<file path="src/rtks_pkg.sv">
package rtks_pkg;

    // ************************************************
    // Port widths
    // ************************************************
    localparam int KEY_W = 4;
    localparam int STB_W = 3;
    localparam int AUX_W = 4;
    localparam int PLS_W = 2;
    localparam int SYNC_W = KEY_W + STB_W + AUX_W + PLS_W;

    // ************************************************
    // Register byte offsets
    // ************************************************
    localparam logic [7:0] OFS_KEY_DATA = 8'h00;
    localparam logic [7:0] OFS_KEY_SET = 8'h04;
    localparam logic [7:0] OFS_KEY_CLR = 8'h08;
    localparam logic [7:0] OFS_STB_DATA = 8'h0C;
    localparam logic [7:0] OFS_STB_SET = 8'h10;
    localparam logic [7:0] OFS_STB_CLR = 8'h14;
    localparam logic [7:0] OFS_AUX_DATA = 8'h18;
    localparam logic [7:0] OFS_AUX_SET = 8'h1C;
    localparam logic [7:0] OFS_AUX_CLR = 8'h20;
    localparam logic [7:0] OFS_AUX_PULLUP = 8'h24;
    localparam logic [7:0] OFS_PLS_DATA = 8'h28;
    localparam logic [7:0] OFS_CTRL = 8'h2C;
    localparam logic [7:0] OFS_STATUS = 8'h30;

    // ************************************************
    // Field positions
    // ************************************************
    localparam int CTRL_SCAN_BIT = 0;
    localparam int CTRL_IR_EN_BIT = 1;
    localparam int CTRL_HALT_BIT = 2;
    localparam int STAT_HALT_BIT = 0;
    localparam int STAT_WAKE_BIT = 1;

    // ************************************************
    // Reset values
    // ************************************************
    localparam logic [KEY_W-1:0] RST_KEY = 4'hF;
    localparam logic [STB_W-1:0] RST_STB = 3'h7;
    localparam logic [AUX_W-1:0] RST_AUX = 4'hF;
    localparam logic [AUX_W-1:0] RST_AUX_PU = 4'hF;
    localparam logic [PLS_W-1:0] RST_PLS = 2'h3;
    localparam logic RST_SCAN = 1'b1;
    localparam logic RST_IR_EN = 1'b0;

    // ************************************************
    // Power state
    // ************************************************
    typedef enum logic [1:0] {
        PWR_RUN = 2'b01,
        PWR_HALT = 2'b10
    } rtks_pwr_e;

endpackage : rtks_pkg

</file>
<file path="src/rtks_ports.sv">
// The register offsets and register access over Wishbone were decided locally.
`timescale 1ns/100ps
// What this block does
// Key and strobe pins are inputs with latch high, driven outputs latch low.
// A key press on an input-mode key or strobe pin wakes from halt.
// Each key, strobe and aux bit can be set or cleared alone via set/clear writes.
// Port read gives pin level for input bits, latch for output bits.
// Auxiliary bit is input only with latch high and pull-up enabled.
// Auxiliary pull-ups are switched on and off by software.
// After reset pulled-up ports come up as inputs with pull-ups on.
// In halt key pins strobe in strobe-scan, keep levels in hold-scan.
// In halt strobe pins strobe in strobe-scan, drive low in hold-scan.
// Without strobe-scan the affected pins are forced low throughout halt.
// IR carrier open drain is switched off in reset and halt.
// Pulse pins are open drain and float in reset and halt.
// A port write changes the latch and pin direction on that cycle.
module rtks_ports
    import rtks_pkg::*;
(
    // Clock and reset
    input wire logic CLK_SYS,
    input wire logic RESET,
    // Wishbone slave
    input wire logic WB_CYC_I,
    input wire logic WB_STB_I,
    input wire logic WB_WE_I,
    input wire logic [7:0] WB_ADR_I,
    input wire logic [3:0] WB_SEL_I,
    input wire logic [31:0] WB_DAT_I,
    output logic [31:0] WB_DAT_O,
    output logic WB_ACK_O,
    // Key input port
    input wire logic [KEY_W-1:0] KEY_IN,
    output logic [KEY_W-1:0] KEY_OUT,
    output logic [KEY_W-1:0] KEY_OE_N,
    output logic [KEY_W-1:0] KEY_PU_EN,
    // Strobe port
    input wire logic [STB_W-1:0] STB_IN,
    output logic [STB_W-1:0] STB_OUT,
    output logic [STB_W-1:0] STB_OE_N,
    output logic [STB_W-1:0] STB_PU_EN,
    // Auxiliary port
    input wire logic [AUX_W-1:0] AUX_IN,
    output logic [AUX_W-1:0] AUX_OUT,
    output logic [AUX_W-1:0] AUX_OE_N,
    output logic [AUX_W-1:0] AUX_PU_EN,
    // Pulse port, open drain
    input wire logic [PLS_W-1:0] PLS_IN,
    output logic [PLS_W-1:0] PLS_OUT,
    output logic [PLS_W-1:0] PLS_OE_N,
    // IR carrier output, open drain
    input wire logic CARRIER_IN,
    output logic IR_OUT,
    output logic IR_OE_N,
    // Power state
    output logic HALTED,
    output logic WAKE
);

    // ************************************************
    // Pin synchronisers
    // ************************************************
    logic [SYNC_W-1:0] pins_raw;
    logic [SYNC_W-1:0] pins_s;
    logic [KEY_W-1:0] key_s;
    logic [STB_W-1:0] stb_s;
    logic [AUX_W-1:0] aux_s;
    logic [PLS_W-1:0] pls_s;

    assign pins_raw = {PLS_IN, AUX_IN, STB_IN, KEY_IN};

    rtks_sync2 #(
        .WIDTH(SYNC_W)
    ) u_sync (
        .clk(CLK_SYS),
        .rst(RESET),
        .d_in(pins_raw),
        .d_out(pins_s)
    );

    assign key_s = pins_s[KEY_W-1:0];
    assign stb_s = pins_s[KEY_W+STB_W-1:KEY_W];
    assign aux_s = pins_s[KEY_W+STB_W+AUX_W-1:KEY_W+STB_W];
    assign pls_s = pins_s[SYNC_W-1:KEY_W+STB_W+AUX_W];

    // ************************************************
    // Bus decode
    // ************************************************
    logic ack_q;
    logic req;
    logic wr;
    logic [7:0] ofs;
    logic [31:0] wdat;

    assign req = WB_CYC_I & WB_STB_I;
    // Write lands on the edge where the master sees ack
    assign wr = req & WB_WE_I & ack_q & WB_SEL_I[0];
    assign ofs = {WB_ADR_I[7:2], 2'b00};
    assign wdat = WB_DAT_I;

    always_ff @(posedge CLK_SYS) begin
        if (RESET) begin
            ack_q <= 1'b0;
        end else begin
            ack_q <= req & ~ack_q;
        end
    end

    // ************************************************
    // Output latches
    // ************************************************
    logic [KEY_W-1:0] key_q, key_d;
    logic [STB_W-1:0] stb_q, stb_d;
    logic [AUX_W-1:0] aux_q, aux_d;
    logic [AUX_W-1:0] aux_pu_q, aux_pu_d;
    logic [PLS_W-1:0] pls_q, pls_d;
    logic scan_q;
    logic ir_en_q;

    always_comb begin
        key_d = key_q;
        stb_d = stb_q;
        aux_d = aux_q;
        aux_pu_d = aux_pu_q;
        pls_d = pls_q;
        if (wr) begin
            case (ofs)
                OFS_KEY_DATA: key_d = wdat[KEY_W-1:0];
                OFS_KEY_SET: key_d = key_q | wdat[KEY_W-1:0];
                OFS_KEY_CLR: key_d = key_q & ~wdat[KEY_W-1:0];
                OFS_STB_DATA: stb_d = wdat[STB_W-1:0];
                OFS_STB_SET: stb_d = stb_q | wdat[STB_W-1:0];
                OFS_STB_CLR: stb_d = stb_q & ~wdat[STB_W-1:0];
                OFS_AUX_DATA: aux_d = wdat[AUX_W-1:0];
                OFS_AUX_SET: aux_d = aux_q | wdat[AUX_W-1:0];
                OFS_AUX_CLR: aux_d = aux_q & ~wdat[AUX_W-1:0];
                OFS_AUX_PULLUP: aux_pu_d = wdat[AUX_W-1:0];
                OFS_PLS_DATA: pls_d = wdat[PLS_W-1:0];
                default: key_d = key_q;
            endcase
        end
    end

    always_ff @(posedge CLK_SYS) begin
        if (RESET) begin
            key_q <= RST_KEY;
            stb_q <= RST_STB;
            aux_q <= RST_AUX;
            aux_pu_q <= RST_AUX_PU;
            pls_q <= RST_PLS;
        end else begin
            key_q <= key_d;
            stb_q <= stb_d;
            aux_q <= aux_d;
            aux_pu_q <= aux_pu_d;
            pls_q <= pls_d;
        end
    end

    always_ff @(posedge CLK_SYS) begin
        if (RESET) begin
            scan_q <= RST_SCAN;
            ir_en_q <= RST_IR_EN;
        end else if (wr && ofs == OFS_CTRL) begin
            scan_q <= wdat[CTRL_SCAN_BIT];
            ir_en_q <= wdat[CTRL_IR_EN_BIT];
        end
    end

    // ************************************************
    // Halt and wake
    // ************************************************
    rtks_pwr_e pwr_q;
    logic halt_req;
    logic press;
    logic wake_q;
    logic wake_clr;

    assign halt_req = wr && ofs == OFS_CTRL && wdat[CTRL_HALT_BIT];
    assign wake_clr = wr && ofs == OFS_STATUS && wdat[STAT_WAKE_BIT];
    // Only input-mode pins sense keys; hold-scan strobes are driven
    assign press = |(key_q & ~key_s)
        | (scan_q & |(stb_q & ~stb_s));

    always_ff @(posedge CLK_SYS) begin
        if (RESET) begin
            pwr_q <= PWR_RUN;
        end else begin
            case (pwr_q)
                PWR_RUN: if (halt_req) begin
                    pwr_q <= PWR_HALT;
                end
                PWR_HALT: if (press) begin
                    pwr_q <= PWR_RUN;
                end
                default: pwr_q <= PWR_RUN;
            endcase
        end
    end

    // Sticky wake flag; a new wake beats a clear
    always_ff @(posedge CLK_SYS) begin
        if (RESET) begin
            wake_q <= 1'b0;
        end else if (pwr_q == PWR_HALT && press) begin
            wake_q <= 1'b1;
        end else if (wake_clr) begin
            wake_q <= 1'b0;
        end
    end

    logic halt_d, scan_d;
    assign halt_d = pwr_q == PWR_HALT ? !press : halt_req;
    assign scan_d = wr && ofs == OFS_CTRL ? wdat[CTRL_SCAN_BIT] : scan_q;

    // ************************************************
    // Pin drivers
    // ************************************************
    logic [KEY_W-1:0] key_oe_d;
    logic [STB_W-1:0] stb_oe_d;
    logic [AUX_W-1:0] aux_oe_d, aux_out_d;
    logic [AUX_W-1:0] aux_in_mode;

    // Key pins keep latch-driven levels in both halt modes
    genvar gi;
    generate
        for (gi = 0; gi < KEY_W; gi++) begin : g_key
            assign key_oe_d[gi] = key_d[gi];
        end
        for (gi = 0; gi < STB_W; gi++) begin : g_stb
            assign stb_oe_d[gi] = stb_d[gi] & ~(halt_d & ~scan_d);
        end
        for (gi = 0; gi < AUX_W; gi++) begin : g_aux
            assign aux_in_mode[gi] = aux_q[gi] & aux_pu_q[gi];
            assign aux_oe_d[gi] = aux_d[gi] & aux_pu_d[gi]
                & ~(halt_d & ~scan_d);
            assign aux_out_d[gi] = aux_d[gi] & ~(halt_d & ~scan_d);
        end
    endgenerate

    always_ff @(posedge CLK_SYS) begin
        if (RESET) begin
            KEY_OE_N <= '1;
            KEY_OUT <= '0;
            KEY_PU_EN <= '1;
            STB_OE_N <= '1;
            STB_OUT <= '0;
            STB_PU_EN <= '1;
            AUX_OE_N <= '1;
            AUX_OUT <= '0;
            AUX_PU_EN <= '1;
        end else begin
            KEY_OE_N <= key_oe_d;
            KEY_OUT <= '0;
            KEY_PU_EN <= key_oe_d;
            STB_OE_N <= stb_oe_d;
            STB_OUT <= '0;
            STB_PU_EN <= stb_oe_d;
            AUX_OE_N <= aux_oe_d;
            AUX_OUT <= aux_out_d;
            AUX_PU_EN <= aux_pu_d & aux_d;
        end
    end

    // Open drain: latch low pulls low, released in reset and halt
    always_ff @(posedge CLK_SYS) begin
        if (RESET) begin
            PLS_OE_N <= '1;
            PLS_OUT <= '0;
            IR_OE_N <= 1'b1;
            IR_OUT <= 1'b0;
        end else begin
            PLS_OE_N <= pls_d | {PLS_W{halt_d}};
            PLS_OUT <= '0;
            IR_OE_N <= ~(ir_en_q & CARRIER_IN & ~halt_d);
            IR_OUT <= 1'b0;
        end
    end

    always_ff @(posedge CLK_SYS) begin
        if (RESET) begin
            HALTED <= 1'b0;
            WAKE <= 1'b0;
        end else begin
            HALTED <= halt_d;
            WAKE <= pwr_q == PWR_HALT && press;
        end
    end

    // ************************************************
    // Read data
    // ************************************************
    logic [31:0] rdat;

    always_comb begin
        rdat = 32'h0000_0000;
        case (ofs)
            OFS_KEY_DATA: rdat[KEY_W-1:0] = key_q & key_s;
            OFS_STB_DATA: rdat[STB_W-1:0] = stb_q & stb_s;
            OFS_AUX_DATA: rdat[AUX_W-1:0] =
                (aux_in_mode & aux_s) | (~aux_in_mode & aux_q);
            OFS_AUX_PULLUP: rdat[AUX_W-1:0] = aux_pu_q;
            OFS_PLS_DATA: rdat[PLS_W-1:0] = pls_s;
            OFS_CTRL: begin
                rdat[CTRL_SCAN_BIT] = scan_q;
                rdat[CTRL_IR_EN_BIT] = ir_en_q;
            end
            OFS_STATUS: begin
                rdat[STAT_HALT_BIT] = pwr_q == PWR_HALT;
                rdat[STAT_WAKE_BIT] = wake_q;
            end
            default: rdat = 32'h0000_0000;
        endcase
    end

    always_ff @(posedge CLK_SYS) begin
        if (RESET) begin
            WB_ACK_O <= 1'b0;
            WB_DAT_O <= 32'h0000_0000;
        end else begin
            WB_ACK_O <= req & ~ack_q;
            WB_DAT_O <= (req & ~ack_q) ? rdat : 32'h0000_0000;
        end
    end
endmodule : rtks_ports

</file>
<file path="src/rtks_sync2.sv">
`timescale 1ns/100ps
module rtks_sync2 #(
    parameter int WIDTH = 1
) (
    // Clock and reset
    input wire logic clk,
    input wire logic rst,
    // Data
    input wire logic [WIDTH-1:0] d_in,
    output logic [WIDTH-1:0] d_out
);

    // ************************************************
    // Two-stage synchroniser, first stage read only here
    // ************************************************
    logic [WIDTH-1:0] meta_q;

    always_ff @(posedge clk) begin
        if (rst) begin
            meta_q <= '1;
            d_out <= '1;
        end else begin
            meta_q <= d_in;
            d_out <= meta_q;
        end
    end

endmodule : rtks_sync2
</file>
<file path="config.mk">
export PLATFORM = sky130hd
export DESIGN_NAME = rtks_ports
export DESIGN_NICKNAME = d
export VERILOG_FILES = /design/src/rtks_pkg.sv /design/src/rtks_ports.sv /design/src/rtks_sync2.sv
export SDC_FILE = /design/constraint.sdc
export NUM_CORES = 1
export LEC_CHECK = 0
export ABC_AREA = 1
export BUFFER_PORTS_ARGS = -buffer_cell sky130_fd_sc_hd__buf_2
export CORE_ASPECT_RATIO = 1.4
export CORE_MARGIN = 2
export CORE_UTILIZATION = 24
export DETAILED_ROUTE_END_ITERATION = 8
export PLACE_DENSITY = 0.53
export SLEW_MARGIN = 20
export SYNTH_ARGS = -nofsm -noshare
export SYNTH_HDL_FRONTEND = slang
export SYNTH_SLANG_ARGS = --single-unit
</file>
<file path="constraint.sdc">
create_clock -name CLK_SYS -period 1.4 [get_ports CLK_SYS]
set_clock_uncertainty 0.2 [all_clocks]
set_input_delay 0.14 -clock CLK_SYS [delete_from_list [all_inputs] [get_ports CLK_SYS]]
set_output_delay 0.14 -clock CLK_SYS [all_outputs]
set_load 0.05 [all_outputs]
</file>
==> metrics.txt <==
Slew Viols, Final 0; Main synth FF type dfxtp_1; R2R setup slack -0.19 ns; commonest cells after routing, fill and taps aside 65 x dfxtp_1, 65 x nand2_1, 56 x buf_2; multi-input logic area 1660 um2; Initial Util 0.246; Post-Syn Area per Cell 7.60 um2; critical path endpoint category flip-flop; Area Growth Syn to Fin 50.7%; Max VDD drop 0.489 mV; Max Fclk 0.630 GHz; gr busiest metal met2; grt met2 use 0.229; largest family of logic cells by synthesized area simple AND/OR/NAND/NOR gates; Worst Setup Start Kind flip-flop; chip height 142 um; gpl congestion around 0.9; TritonCTS clock tree built; hold slack 0.0160 ns; final hold vios 0; CP Class reg2reg; min Tclk post-route 1.59 ns; Pre-Repair DR Iteration Count 4; Synth Area in Compound Gates 0.0730; PortBufs 65; met3 Resource Use GR 0.0280; Clock Path Buffers 2; Seq/Total Area, Yosys 0.446; detailed placement HPWL 7030 um; antenna violations before repair 0; async set-reset flop share out of synthesis 0; Pwr Density 1070 nW/um2; cells after synthesis 431; Synth Area in XOR/XNOR 0; mux cell area share after synthesis 0; Slew @ Worst Pin 0.526 ns; Synth cell types 30; Mapped Area 3270 um2; setup TNS -3.61 ns; number of fill cells about 1,400; drt drc 0; Vias/cell ~4.1; Skew-Pair Late Insertion Delay 0.34 ns; WP data required 1.43 ns; Leak 0.00246 uW; Inst Count DP 705; I/O pin count 137; Crit-path slowest cell dfxtp_4; failing checks setup timing; global-route wire length before repair 14,300 um; Final period util 1.13; Final ANT Viol Nets 0; nets 625; clock sinks 73; H-tree depth 3; Worst Hold Class in2reg; root buffer cell clkbuf_16; met1 usage 0.142; wire per inst 12.8 um; total grt overflow 0; Die X 103 um; row count 50; Max FO, Critical Path 8; Critical Path Max Stage Delay roughly 0.34 ns; drt total wl 9620 um; unrepaired setup endpoints after global routing yes; Ys Warns 0; endpoints failing setup 38; CORE AREA 13,300 um2; clk slew on worst S/H paths ~0.06 ns; WP data arrival 1.61 ns; reg2reg path depth 9; # Max-Cap Violations 0; number of flops mapped to enable cells by yosys 0; critical-path cell list nand2_2 > inv_2 > nand3_4 > nor2_4 > nand3_2 > nand2_4 > nand2_8 > nand3_1 > nand2_1; status finished, violations left; full die area 14,600 um2; Reg area ~1500 um2; Overall Power 5300 uW; DR iter-0 viols around 130; largest net degree at the start of global routing 33; vias in the first global route between 2,000 and 3,000; hold path depth 4; n_diodes 0; ratio of cells with drive above 1 in the final layout 0.434; total CTS buffers 9; Post-Synth Adder-Cell Area 0; final setup margin -0.186 ns; fin cells 749; Simple-Gate Fraction of Synth Area 0.304; All-Layer GR Usage 0.130; Yosys reg bits 73; DR vias roughly 3,000; slew margin rel. 0.647
==> layout make-up <==
cell class,instances,area share
flip-flops and latches,73,0.299
multi-input cells,288,0.337
clock buffers,12,0.0520
inverters,51,0.0421
well taps,182,0.0462
repair buffers,139,0.209
clock inverters,4,0.0150
==> kinds of logic after synthesis <==
group | Yosys count
compound gates | 43
buf+inv | 107
flops | 73
other cells | 1
simple gates | 207
==> cells in the mapped netlist (5+ instances only) <==
library cell / number / share of area
o21ai_1: 11 / 0.017
clkbuf_1: 9 / 0.010
o21ai_0: 14 / 0.021
dfxtp_1: 73 / 0.45
a21oi_1: 7 / 0.011
nor2_2: 5 / 0.0096
buf_4: 46 / 0.11
nand4_1: 11 / 0.021
inv_1: 46 / 0.053
nand2_2: 7 / 0.013
nand3_1: 34 / 0.052
nor2_1: 33 / 0.038
nand2_1: 82 / 0.094
or2_2: 26 / 0.050
==> flip-flops by register name, summed over array words and instances (netlist names) <==
name	flops
AUX_OUT	4
pls_q	2
AUX_OE_N	4
PLS_OE_N	2
aux_q	4
u_sync.d_out	13
pwr_q	2
WAKE	1
scan_q	1
HALTED	1
WB_ACK_O	1
ir_en_q	1
stb_q	3
STB_PU_EN	3
WB_DAT_O	4
AUX_PU_EN	4
KEY_PU_EN	4
IR_OE_N	1
wake_q	1
aux_pu_q	4
u_sync.meta_q	13
==> repair_timing <==
item                                    in CTS  in global routing
gates resized for setup                     50                 50
hold endpoints to repair                    24                  0
endpoints found under the setup margin      38                 49
pin swaps                                   12                 14
cloned                                       0                  2
hold buffers                                18                  0
setup buffers                                3                  5
==> layer usage <==
layer  vias to the layer above  wire, um
met5                         -         0
met3                        26       432
met2                       111      5060
met1                      1370      3640
met4                         0       478
li1                       1542         -
==> metrics by stage <==
stage / setup WS, ns / area [um2] / util
2_1_floorplan: -0.139 / 3440 / -
3_3_place_gp: -0.203 / 3980 / 0.298
3_5_place_dp: -0.213 / 3980 / 0.298
4_1_cts: -0.123 / 4660 / 0.349
5_1_grt: -0.240 / 4930 / 0.370
6_report: -0.186 / 4930 / 0.370
==> path summary, 6_finish.rpt <==
path	start	end
setup reg to reg	WB_ACK_O$_SDFF_PP0_	AUX_OE_N[3]$_SDFF_PP1_
setup / recovery	WB_ACK_O$_SDFF_PP0_	AUX_OE_N[3]$_SDFF_PP1_
hold reg to reg	u_sync.meta_q[10]$_SDFF_PP1_	u_sync.d_out[10]$_SDFF_PP1_
hold / removal	WB_DAT_I[2]	pwr_q[0]$_SDFFE_PP1P_
==> power breakdown <==
group	internal, uW	switching (uW)	total, uW
combinational	185	448	633
sequential	2120	12.0	2130
clock	1660	870	2530
==> critical path: cells and delay by family, from the launching register on <==
kind | cells | cell delay, ns
and+or+nand+nor | 8 | 0.86
buffers and inverters | 1 | 0.05
DFF | 1 | 0.34
No activity file was read; power rests on OpenSTA's default activity.
